`config.mk`:
```
export PLATFORM = sky130hd
export DESIGN_NAME = spc_core_flat
export DESIGN_NICKNAME = d
export VERILOG_FILES = /design/src/spc_pkg.sv /design/src/spc_if.sv /design/src/spc_core.sv /design/src/flat_wrapper.sv
export SDC_FILE = /design/constraint.sdc
export NUM_CORES = 1
export LEC_CHECK = 0
export BUFFER_PORTS_ARGS = -buffer_cell sky130_fd_sc_hd__buf_2
export CORE_MARGIN = 4
export CORE_UTILIZATION = 48
export DETAILED_ROUTE_END_ITERATION = 10
export PLACE_DENSITY = 0.89
export REMOVE_ABC_BUFFERS = 1
export SLEW_MARGIN = 20
export SYNTH_ARGS = -nofsm -noshare
export SYNTH_HDL_FRONTEND = slang
export SYNTH_SLANG_ARGS = --single-unit
```
`constraint.sdc`:
```
create_clock -name aclk -period 1.9 [get_ports aclk]
set_input_delay 0.285 -clock aclk [delete_from_list [all_inputs] [get_ports aclk]]
set_output_delay 0.285 -clock aclk [all_outputs]
set_load 0.1 [all_outputs]
```
`src/spc_pkg.sv`:
```
// Constants and functions shared by the page stack controller and the core-side master.
// Assumes one core clock and a synchronous active-low reset on both ends.
package spc_pkg;
    localparam logic [7:0] SPC_SFR_LO       = 8'h80;
    localparam logic [7:0] SPC_SFR_HI       = 8'hFF;
    localparam logic [7:0] SPC_ADDR_PAGE    = 8'hA7;
    localparam logic [7:0] SPC_ADDR_MIDDLE  = 8'h85;
    localparam logic [7:0] SPC_ADDR_BOTTOM  = 8'h86;
    localparam logic [7:0] SPC_ADDR_CONTROL = 8'h8E;
    localparam logic [7:0] SPC_PAGE_0       = 8'h00;
    localparam logic [7:0] SPC_PAGE_2       = 8'h02;
    localparam logic [7:0] SPC_PAGE_F       = 8'h0F;
    localparam logic [7:0] SPC_CONTROL_PAGE = 8'h0F;
    localparam logic [7:0] SPC_PAGE_RST     = 8'h00;
    localparam logic [7:0] SPC_STACK_RST    = 8'h00;
    localparam logic       SPC_AUTO_RST     = 1'b1;
    localparam logic [2:0] SPC_BITADDR_MASK = 3'h0;
    localparam int         SPC_AUTO_BIT     = 0;
    // AXI4-Lite byte offsets of the core-side master's own registers.
    localparam logic [7:0] SPC_AXI_CMD      = 8'h00;
    localparam logic [7:0] SPC_AXI_ADDR     = 8'h04;
    localparam logic [7:0] SPC_AXI_WDATA    = 8'h08;
    localparam logic [7:0] SPC_AXI_STATUS   = 8'h0C;
    localparam logic [7:0] SPC_AXI_RDATA    = 8'h10;
    localparam logic [1:0] SPC_RESP_OKAY    = 2'h0;
    localparam logic [1:0] SPC_RESP_SLVERR  = 2'h2;
    // Command codes written to the command register.
    localparam logic [2:0] SPC_CMD_WRITE    = 3'h1;
    localparam logic [2:0] SPC_CMD_READ     = 3'h2;
    localparam logic [2:0] SPC_CMD_IRQ      = 3'h3;
    localparam logic [2:0] SPC_CMD_RETI     = 3'h4;
    localparam logic [2:0] SPC_CMD_BITSET   = 3'h5;
    localparam logic [2:0] SPC_CMD_BITCLR   = 3'h6;

    // An address is bit-addressable when its low three bits are zero.
    function automatic logic spc_bit_addressable(input logic [7:0] a);
        return a[2:0] == SPC_BITADDR_MASK;
    endfunction : spc_bit_addressable

    // Registers held by this block answer on every page, except page control, which answers only on SPC_CONTROL_PAGE.
    function automatic logic spc_common(input logic [7:0] a);
        return a == SPC_ADDR_PAGE || a == SPC_ADDR_MIDDLE || a == SPC_ADDR_BOTTOM;
    endfunction : spc_common

    function automatic logic spc_page_exists(input logic [7:0] p);
        return p == SPC_PAGE_0 || p == SPC_PAGE_2 || p == SPC_PAGE_F;
    endfunction : spc_page_exists
endpackage : spc_pkg

```
`src/spc_if.sv`:
```
// Special register bus between the core-side master and the page stack controller.
// Assumes both ends share aclk and aresetn.
`timescale 1ns/1ps
interface spc_if (
    input wire logic aclk,
    input wire logic aresetn
);
    logic       sfr_wr;
    logic       sfr_rd;
    logic       sfr_bit;
    logic [2:0] sfr_bit_idx;
    logic       sfr_bit_val;
    logic       sfr_direct;
    logic [7:0] sfr_addr;
    logic [7:0] sfr_wdata;
    logic       irq_enter;
    logic       irq_return;
    logic [7:0] sfr_rdata;
    logic       sfr_hit;
    logic       sfr_bit_err;
    logic [7:0] page_select;
    logic       sfr_region;

    modport core (
        output sfr_wr, sfr_rd, sfr_bit, sfr_bit_idx, sfr_bit_val, sfr_direct,
        output sfr_addr, sfr_wdata, irq_enter, irq_return,
        input  sfr_rdata, sfr_hit, sfr_bit_err, page_select, sfr_region
    );
    modport dev (
        input  sfr_wr, sfr_rd, sfr_bit, sfr_bit_idx, sfr_bit_val, sfr_direct,
        input  sfr_addr, sfr_wdata, irq_enter, irq_return,
        output sfr_rdata, sfr_hit, sfr_bit_err, page_select, sfr_region
    );
endinterface : spc_if

```
`src/spc_core.sv`:
```
// Core-side master: takes orders over AXI4-Lite and drives the special register bus.
// Assumes software sets the page before paged accesses and in each routine.
`timescale 1ns/1ps
module spc_core (
    input wire logic         aclk,
    input wire logic         aresetn,
    spc_if.core              bus,
    input  wire logic [7:0]  s_awaddr,
    input  wire logic        s_awvalid,
    output logic             s_awready,
    input  wire logic [31:0] s_wdata,
    input  wire logic [3:0]  s_wstrb,
    input  wire logic        s_wvalid,
    output logic             s_wready,
    output logic [1:0]       s_bresp,
    output logic             s_bvalid,
    input  wire logic        s_bready,
    input  wire logic [7:0]  s_araddr,
    input  wire logic        s_arvalid,
    output logic             s_arready,
    output logic [31:0]      s_rdata,
    output logic [1:0]       s_rresp,
    output logic             s_rvalid,
    input  wire logic        s_rready
);
    import spc_pkg::*;

    typedef enum logic [2:0] {
        ST_IDLE = 3'b001,
        ST_ISSUE = 3'b010,
        ST_WAIT = 3'b100
    } spc_state_t;

    typedef struct packed {
        spc_state_t  st;
        logic        aw_got;
        logic        w_got;
        logic [7:0]  aw_a;
        logic [7:0]  w_d;
        logic        bvalid;
        logic [1:0]  bresp;
        logic        rvalid;
        logic [31:0] rdata;
        logic [1:0]  rresp;
        logic [7:0]  addr;
        logic [7:0]  wd;
        logic [2:0]  cmd;
        logic [7:0]  last;
        logic        err;
        logic        hit;
        logic        wr;
        logic        rd;
        logic        irq;
        logic        reti;
        logic        awready;
        logic        wready;
        logic        arready;
    } spc_core_t;

    spc_core_t c_reg;
    spc_core_t c_next;
    logic      busy;

    assign busy = c_reg.st != ST_IDLE;

    function automatic logic [31:0] rd_mux(input spc_core_t c, input logic [7:0] a);
        unique case (a)
            SPC_AXI_CMD:    return {29'h0, c.cmd};
            SPC_AXI_ADDR:   return {24'h0, c.addr};
            SPC_AXI_WDATA:  return {24'h0, c.wd};
            SPC_AXI_STATUS: return {22'h0, bus.page_select, c.hit, c.err};
            SPC_AXI_RDATA:  return {24'h0, c.last};
            default:        return 32'h0;
        endcase
    endfunction : rd_mux

    always_comb begin
        c_next = c_reg;
        c_next.wr = 1'b0;
        c_next.rd = 1'b0;
        c_next.irq = 1'b0;
        c_next.reti = 1'b0;
        if (s_awvalid && s_awready) begin
            c_next.aw_got = 1'b1;
            c_next.aw_a = s_awaddr;
        end
        if (s_wvalid && s_wready) begin
            c_next.w_got = 1'b1;
            c_next.w_d = s_wstrb[0] ? s_wdata[7:0] : 8'h00;
        end
        if (s_bvalid && s_bready) begin
            c_next.bvalid = 1'b0;
        end
        if (s_rvalid && s_rready) begin
            c_next.rvalid = 1'b0;
        end
        if (c_reg.aw_got && c_reg.w_got && !c_reg.bvalid) begin
            c_next.aw_got = 1'b0;
            c_next.w_got = 1'b0;
            c_next.bvalid = 1'b1;
            c_next.bresp = SPC_RESP_OKAY;
            unique case (c_reg.aw_a)
                SPC_AXI_ADDR:  c_next.addr = c_reg.w_d;
                SPC_AXI_WDATA: c_next.wd = c_reg.w_d;
                SPC_AXI_CMD: begin
                    if (busy) begin
                        c_next.bresp = SPC_RESP_SLVERR;
                    end else begin
                        c_next.cmd = c_reg.w_d[2:0];
                        c_next.st = ST_ISSUE;
                    end
                end
                SPC_AXI_STATUS, SPC_AXI_RDATA: ;
                default: c_next.bresp = SPC_RESP_SLVERR;
            endcase
        end
        if (s_arvalid && s_arready) begin
            c_next.rvalid = 1'b1;
            c_next.rdata = rd_mux(c_reg, s_araddr);
            c_next.rresp = (s_araddr <= SPC_AXI_RDATA && s_araddr[1:0] == 2'h0) ?
                           SPC_RESP_OKAY : SPC_RESP_SLVERR;
        end
        unique case (c_reg.st)
            ST_IDLE: ;
            ST_ISSUE: begin
                c_next.st = ST_WAIT;
                unique case (c_reg.cmd)
                    SPC_CMD_WRITE, SPC_CMD_BITSET, SPC_CMD_BITCLR: c_next.wr = 1'b1;
                    SPC_CMD_READ: c_next.rd = 1'b1;
                    SPC_CMD_IRQ:  c_next.irq = 1'b1;
                    SPC_CMD_RETI: c_next.reti = 1'b1;
                    default:      c_next.st = ST_IDLE;
                endcase
            end
            ST_WAIT: begin
                // The answer is registered on the edge that takes the strobe, so let it pass.
                if (!(c_reg.wr || c_reg.rd || c_reg.irq || c_reg.reti)) begin
                    c_next.st = ST_IDLE;
                    c_next.err = bus.sfr_bit_err;
                    c_next.hit = bus.sfr_hit;
                    if (c_reg.cmd == SPC_CMD_READ) begin
                        c_next.last = bus.sfr_rdata;
                    end
                end
            end
            default: c_next.st = ST_IDLE;
        endcase
        // Readies are registered from the next state so the bus sees flop outputs only.
        c_next.awready = !c_next.aw_got && !c_next.bvalid;
        c_next.wready  = !c_next.w_got && !c_next.bvalid;
        c_next.arready = !c_next.rvalid;
    end

    always_ff @(posedge aclk) begin
        if (!aresetn) begin
            c_reg <= '{st: ST_IDLE, awready: 1'b1, wready: 1'b1, arready: 1'b1, default: '0};
        end else begin
            c_reg <= c_next;
        end
    end

    assign s_awready = c_reg.awready;
    assign s_wready  = c_reg.wready;
    assign s_bvalid  = c_reg.bvalid;
    assign s_bresp   = c_reg.bresp;
    assign s_arready = c_reg.arready;
    assign s_rvalid  = c_reg.rvalid;
    assign s_rdata   = c_reg.rdata;
    assign s_rresp   = c_reg.rresp;

    assign bus.sfr_wr      = c_reg.wr;
    assign bus.sfr_rd      = c_reg.rd;
    assign bus.sfr_direct  = 1'b1;
    assign bus.sfr_addr    = c_reg.addr;
    assign bus.sfr_bit     = c_reg.cmd == SPC_CMD_BITSET || c_reg.cmd == SPC_CMD_BITCLR;
    assign bus.sfr_bit_idx = c_reg.wd[2:0];
    assign bus.sfr_bit_val = c_reg.cmd == SPC_CMD_BITSET;
    assign bus.sfr_wdata   = c_reg.wd;
    assign bus.irq_enter   = c_reg.irq;
    assign bus.irq_return  = c_reg.reti;
endmodule : spc_core

```
`src/flat_wrapper.sv`:
```
// flat-port wrapper written by rule: the top's interface ports become plain ports
module spc_core_flat import spc_pkg::*;
  (aclk, aresetn, s_awaddr, s_awvalid, s_awready, s_wdata, s_wstrb, s_wvalid, s_wready, s_bresp, s_bvalid, s_bready, s_araddr, s_arvalid, s_arready, s_rdata, s_rresp, s_rvalid, s_rready, bus_sfr_wr, bus_sfr_rd, bus_sfr_bit, bus_sfr_bit_idx, bus_sfr_bit_val, bus_sfr_direct, bus_sfr_addr, bus_sfr_wdata, bus_irq_enter, bus_irq_return, bus_sfr_rdata, bus_sfr_hit, bus_sfr_bit_err, bus_page_select, bus_sfr_region);
  spc_if bus_i (.aclk(aclk), .aresetn(aresetn));
  input wire logic aclk;
  input wire logic aresetn;
  input  wire logic [7:0] s_awaddr;
  input  wire logic s_awvalid;
  output logic s_awready;
  input  wire logic [31:0] s_wdata;
  input  wire logic [3:0] s_wstrb;
  input  wire logic s_wvalid;
  output logic s_wready;
  output logic [1:0] s_bresp;
  output logic s_bvalid;
  input  wire logic s_bready;
  input  wire logic [7:0] s_araddr;
  input  wire logic s_arvalid;
  output logic s_arready;
  output logic [31:0] s_rdata;
  output logic [1:0] s_rresp;
  output logic s_rvalid;
  input  wire logic s_rready;
  output wire logic [$bits(bus_i.sfr_wr)-1:0] bus_sfr_wr;
  output wire logic [$bits(bus_i.sfr_rd)-1:0] bus_sfr_rd;
  output wire logic [$bits(bus_i.sfr_bit)-1:0] bus_sfr_bit;
  output wire logic [$bits(bus_i.sfr_bit_idx)-1:0] bus_sfr_bit_idx;
  output wire logic [$bits(bus_i.sfr_bit_val)-1:0] bus_sfr_bit_val;
  output wire logic [$bits(bus_i.sfr_direct)-1:0] bus_sfr_direct;
  output wire logic [$bits(bus_i.sfr_addr)-1:0] bus_sfr_addr;
  output wire logic [$bits(bus_i.sfr_wdata)-1:0] bus_sfr_wdata;
  output wire logic [$bits(bus_i.irq_enter)-1:0] bus_irq_enter;
  output wire logic [$bits(bus_i.irq_return)-1:0] bus_irq_return;
  input wire logic [$bits(bus_i.sfr_rdata)-1:0] bus_sfr_rdata;
  input wire logic [$bits(bus_i.sfr_hit)-1:0] bus_sfr_hit;
  input wire logic [$bits(bus_i.sfr_bit_err)-1:0] bus_sfr_bit_err;
  input wire logic [$bits(bus_i.page_select)-1:0] bus_page_select;
  input wire logic [$bits(bus_i.sfr_region)-1:0] bus_sfr_region;
  assign bus_sfr_wr = bus_i.sfr_wr;
  assign bus_sfr_rd = bus_i.sfr_rd;
  assign bus_sfr_bit = bus_i.sfr_bit;
  assign bus_sfr_bit_idx = bus_i.sfr_bit_idx;
  assign bus_sfr_bit_val = bus_i.sfr_bit_val;
  assign bus_sfr_direct = bus_i.sfr_direct;
  assign bus_sfr_addr = bus_i.sfr_addr;
  assign bus_sfr_wdata = bus_i.sfr_wdata;
  assign bus_irq_enter = bus_i.irq_enter;
  assign bus_irq_return = bus_i.irq_return;
  assign bus_i.sfr_rdata = bus_sfr_rdata;
  assign bus_i.sfr_hit = bus_sfr_hit;
  assign bus_i.sfr_bit_err = bus_sfr_bit_err;
  assign bus_i.page_select = bus_page_select;
  assign bus_i.sfr_region = bus_sfr_region;
  spc_core u_core (.aclk(aclk), .aresetn(aresetn), .bus(bus_i), .s_awaddr(s_awaddr), .s_awvalid(s_awvalid), .s_awready(s_awready), .s_wdata(s_wdata), .s_wstrb(s_wstrb), .s_wvalid(s_wvalid), .s_wready(s_wready), .s_bresp(s_bresp), .s_bvalid(s_bvalid), .s_bready(s_bready), .s_araddr(s_araddr), .s_arvalid(s_arvalid), .s_arready(s_arready), .s_rdata(s_rdata), .s_rresp(s_rresp), .s_rvalid(s_rvalid), .s_rready(s_rready));
endmodule
```
# After elaboration in Yosys (flattened, before gate mapping)
# Cells that the tools add are included.
# totals
ff_bits,95
in_bits,78
out_inout_bits,67
# op_classes
n_lt_le_gt_ge,1
eq_ne,18
muxes,21
bitwise_logic,2
reduce_logical,31
# op_table
operator,n
10-bit case mux with 5 select lines,1
35-bit two-way mux,1
8-bit by 4-bit == test with 1-bit output (second input constant),4
8-bit by 3-bit == test with 1-bit output (second input constant),2
8-bit by 5-bit == test with 1-bit output (second input constant),2
8-bit logical NOT,2
3-bit two-way mux,5
3-bit == test (second input constant),4
1-bit logical AND,10
3-bit by 2-bit == test with 1-bit output (second input constant),3
3-bit case mux with 3 select lines,1
8-bit by 5-bit <= comparator with 1-bit output (second input constant),1
1-bit two-way mux,8
8-bit two-way mux,1
2-bit AND reduction,4
3-bit by 1-bit == test with 1-bit output (second input constant),2
3-bit AND reduction,2
6-bit OR reduction,1
1-bit logical NOT,5
5-bit two-way mux,1
1-bit logical OR,4
2-bit two-way mux,2
2-bit case mux with 2 select lines,1
4-bit OR reduction,1
other kinds (4),5

# Depth between registers and ports, before layout
# depth
word_depth,6
ltp_mapped,5

# Worst setup path before layout
# Ideal clock, no wire load.
# synth_timing
path_kind,reg2reg
start,register u_core.c_reg (netlist bit u_core.bus.sfr_rd)
end,register u_core.c_reg[10] (netlist bit)
setup_ns,0.072
arrival_ns,2.005
path_slack_ns,-0.177
path_stages_with_launch,5
n_path_buf,1
period_less_slack_ns,2.077
cell_sequence,dfxtp_1 -> or4_1 -> buf_2 -> nor3_4 -> mux2i_1
# synth_via
elab_chain_cells,5
# synth_lines
element,line,rtl
start: declaration,spc_core.sv:60,spc_core_t c_reg;
start signal: assignment,spc_core.sv:158,c_reg <= c_next;
1-bit logical OR (3 in series),spc_core.sv:137,if (!(c_reg.wr || c_reg.rd || c_reg.irq || c_reg.reti)) begin
1-bit NOT (no line),--,
3-bit AND reduction (no line),--,
# No other way between the ends.
# A chain may end at the register's enable or synchronous reset.

# Final worst setup path
# layout_timing
start,register u_core.c_reg[18] (netlist bit)
end,output bus_sfr_bit_val
# layout_via
elab_chain_cells,1
# layout_lines
element,line,rtl
3-bit == test,spc_core.sv:177,assign bus.sfr_bit_val = c_reg.cmd == SPC_CMD_BITSET;
end: declaration,flat_wrapper.sv:28,output wire logic [$bits(bus_i.sfr_bit_val)-1:0] bus_sfr_bit_val;
# No other way between the ends.

==> flow_results.xml <==
<?xml version="1.0" encoding="UTF-8"?>
<metrics>
  <group name="drt">
    <metric name="met1_length" unit="mm">3.43</metric>
    <metric name="route.met2.wl" unit="mm">3.80</metric>
    <metric name="route.vias.total" unit="">2928</metric>
    <metric name="ant_nets" unit="">0</metric>
    <metric name="drc_errors" unit="">0</metric>
    <metric name="via_per_inst" unit="">5.13</metric>
    <metric name="firstDrtPassIters" unit="">4</metric>
    <metric name="detail_route.wl_per_cell" unit="um">13.8</metric>
    <metric name="wl" unit="mm">7.88</metric>
    <metric name="top_layer_used" unit="">met4</metric>
    <metric name="wl_met3" unit="um">493</metric>
    <metric name="dr.first_iter.drc_count" unit="">94</metric>
  </group>
  <group name="cts">
    <metric name="tritoncts" unit="">done</metric>
    <metric name="postCtsSetupBuffers" unit="">0</metric>
    <metric name="cts.hold.buffers_added" unit="">0</metric>
    <metric name="clk_latency" unit="ns">0.34</metric>
    <metric name="clkSinkCount" unit="">71</metric>
    <metric name="cts.htree.levels" unit="">3</metric>
    <metric name="cts_buffers" unit="">9</metric>
    <metric name="clock_tree.root_cell" unit="">clkbuf_8</metric>
    <metric name="cts.path.max_buffers" unit="">2</metric>
    <metric name="cts.reportedPaths.clkPinSlew" unit="ns">0.08</metric>
  </group>
  <group name="die">
    <metric name="io_pins" unit="">145</metric>
    <metric name="initial_utilization" unit="%">49.2</metric>
    <metric name="chipHeight" unit="um">94.0</metric>
    <metric name="die_x" unit="um">94.0</metric>
    <metric name="die-area" unit="mm^2">0.00884</metric>
    <metric name="coreArea" unit="mm^2">0.00721</metric>
    <metric name="placementRows" unit="">31</metric>
  </group>
  <group name="timing">
    <metric name="maxSlewHeadroom" unit="%">65.0</metric>
    <metric name="final-max-slew-violation-count" unit="">0</metric>
    <metric name="finalCriticalPeriod" unit="ns">1.79</metric>
    <metric name="fmax" unit="GHz">0.557</metric>
    <metric name="final.setup.worst_slack" unit="ns">0.105</metric>
    <metric name="hold_viol" unit="">0</metric>
    <metric name="worst_pin_slew" unit="ns">0.517</metric>
    <metric name="clock_skew" unit="ns">0.0131</metric>
    <metric name="fin_crit_sh" unit="%">94.5</metric>
    <metric name="finalSetupViolations" unit="">0</metric>
    <metric name="unrepaired_setup_endpoints_after_global_routing" unit="">no</metric>
  </group>
  <group name="finish">
    <metric name="antenna_cells" unit="">0</metric>
    <metric name="layout.filler_cells" unit="">672</metric>
    <metric name="finish.utilization" unit="%">54.9</metric>
    <metric name="largest_reg_flops" unit="">34</metric>
    <metric name="finalNetCount" unit="">550</metric>
    <metric name="fraction_of_layout_instances_using_a_drive_strength_above_1" unit="%">27.1</metric>
    <metric name="synthToLayoutAreaGrowth" unit="%">11.5</metric>
  </group>
  <group name="logic_synthesis">
    <metric name="yosys_register_bits" unit="">71</metric>
    <metric name="synth.yosys.seq_area_share" unit="%">40.0</metric>
    <metric name="number_of_enable_flip_flop_cells_after_synthesis" unit="">0</metric>
    <metric name="asyncSetResetFlopFracSynth" unit="%">0</metric>
    <metric name="synth_top_area_share" unit="%">40.0</metric>
    <metric name="synthTopCellsByArea" unit="">dfxtp_1 (40%), buf_4 (12%), nand2_1 (8.4%)</metric>
    <metric name="synth_largest_area_cell" unit="">dfxtp_1</metric>
    <metric name="netlist_top_cells_count" unit="">nand2_1 (79), dfxtp_1 (71), buf_4 (56), mux2i_1 (28), a21oi_1 (26)</metric>
    <metric name="yosysWarnings" unit="">0</metric>
    <metric name="postSynth.topFlopCell" unit="">dfxtp_1</metric>
    <metric name="ys_types" unit="">46</metric>
    <metric name="syn-instance-count" unit="">409</metric>
    <metric name="synth.avg_cell_area" unit="um^2">8.68</metric>
    <metric name="syn_area" unit="mm^2">0.00355</metric>
    <metric name="post-synth-top-count-cell" unit="">nand2_1</metric>
  </group>
  <group name="pwr">
    <metric name="power.leakage" unit="nW">1.86</metric>
    <metric name="finalPower" unit="mW">3.22</metric>
    <metric name="power_density" unit="mW/mm^2">813</metric>
    <metric name="peakVddDrop" unit="uV">541</metric>
  </group>
  <group name="global_routing">
    <metric name="antenna_violations_before_repair" unit="">0</metric>
    <metric name="grt.total_usage" unit="%">17.8</metric>
    <metric name="grt-ovfl-total" unit="">0</metric>
    <metric name="grt_max_degree" unit="">31</metric>
    <metric name="grt_pass1_vias" unit="">2726</metric>
    <metric name="grt_first_pass_wirelength" unit="mm">12.5</metric>
  </group>
  <group name="worst_setup_path">
    <metric name="cp-start-kind" unit="">flip-flop</metric>
    <metric name="critical_path_required" unit="ns">1.62</metric>
    <metric name="endpoint_kind" unit="">output pin</metric>
    <metric name="timing.critical_path.slowest_stage_cell" unit="">buf_2</metric>
    <metric name="critPathMaxStageDelay" unit="ns">0.42</metric>
    <metric name="worstPathCellList" unit="">inv_1 -&gt; ha_1 -&gt; and2_1 -&gt; buf_2</metric>
    <metric name="critPathArrivalTime" unit="ns">1.51</metric>
    <metric name="setup.worst_path.class" unit="">flip-flop to output pin</metric>
    <metric name="critical_path.max_fanout" unit="">5</metric>
  </group>
  <group name="placement">
    <metric name="dpl_worst_slack" unit="ns">0.219</metric>
    <metric name="dpl.hpwl" unit="mm">6.21</metric>
    <metric name="placement.io_buffers" unit="">91</metric>
    <metric name="place_congestion" unit="">0.862</metric>
  </group>
  <group name="status">
    <metric name="status" unit="">completed</metric>
  </group>
  <group name="run">
    <metric name="maximum_capacitance_violations" unit="">0</metric>
  </group>
  <group name="hold_path">
    <metric name="classification_of_the_worst_slack_hold_path" unit="">input pin to flip-flop</metric>
  </group>
</metrics>
-- critical path: cells and delay by family, from the launching register on --
family,cells,cell delay (ns)
buffers and inverters,2,0.53
adder cells (fa/ha/maj),1,0.16
AND/OR/NAND/NOR,1,0.12
flip-flops,1,0.36
-- timing repair --
item | in CTS | in global routing
resized for setup | 1 | 1
setup endpoints to repair | 1 | 2
pin swaps | 0 | 0
-- cells by family (layout without fill, tap and decap cells) --
logic type	after synthesis	after routing	synth area share [%]
adders and majority gates	5	5	1.76
other	2	25	0.212
and+or+nand+nor	146	146	20.6
AOI/OAI and AO/OA	61	61	11.0
buffers and inverters	85	125	14.9
DFF	71	71	40.0
muxes	39	39	11.4
-- report_power, final --
group | internal (mW) | total, mW | switching [mW]
registers | 1.53 | 1.56 | 0.0352
logic | 0.123 | 0.598 | 0.475
clock network | 0.542 | 1.06 | 0.518
-- layout by cell type (no fill, tap or decap), types with 5 or more instances in the layout --
master    count
buf_2        90
nand2_1      79
dfxtp_1      70
mux2i_1      28
a21oi_1      26
conb_1       25
nand4_1      14
inv_1        11
nor2_1       11
mux2_2       11
clkbuf_8     11
o21ai_0       8
buf_4         8
nor3b_1       7
nor2b_1       5
a22oi_1       5
o221ai_1      5
ha_1          5
-- stage by stage --
step / hold WS (ns) / cells / area (um^2) / setup TNS [ns]
after floorplan: 0.356 / 358 / 3150 / -2.07
after global placement: 0.438 / 555 / 3780 / 0
after detailed placement: 0.445 / 555 / 3780 / 0
after CTS: 0.167 / 571 / 3960 / 0
after global routing: 0.182 / 571 / 3960 / 0
final: 0.178 / 571 / 3960 / 0
-- routing by layer --
metal  up-vias  GRT usage (%)
met5         -              0
met4         0           8.18
met3        14           3.77
met2        94           30.2
met1      1368           21.4
li1       1452              -
-- path summary, 6_finish.rpt --
kind | from | to | slack, ns | depth (start not counted)
worst max-delay path | u_core.c_reg[18]$_SDFFE_PN0P_ | bus_sfr_bit_val | 0.11 | 4
worst min-delay path | s_awaddr[5] | u_core.c_reg[87]$_SDFFE_PN0P_ | 0.18 | 3
worst max register to register | u_core.bus.sfr_rd$_SDFF_PN0_ | u_core.c_reg[9]$_SDFFE_PN0P_ | 0.19 | 4
worst min register to register | u_core.s_rdata[9]$_SDFFE_PN0P_ | u_core.s_rdata[9]$_SDFFE_PN0P_ | 0.45 | 2
-- cell type report --
class | count | area (um^2) | area share [%]
clock buffer | 13 | 159 | 4.01
clock inverter | 3 | 17.5 | 0.442
inverter | 11 | 41.3 | 1.04
multi-input combinational | 276 | 1680 | 42.5
sequential | 71 | 1420 | 35.9
tap | 99 | 124 | 3.13
timing repair buffer | 98 | 510 | 12.9
(Power assumes the default switching activity.)
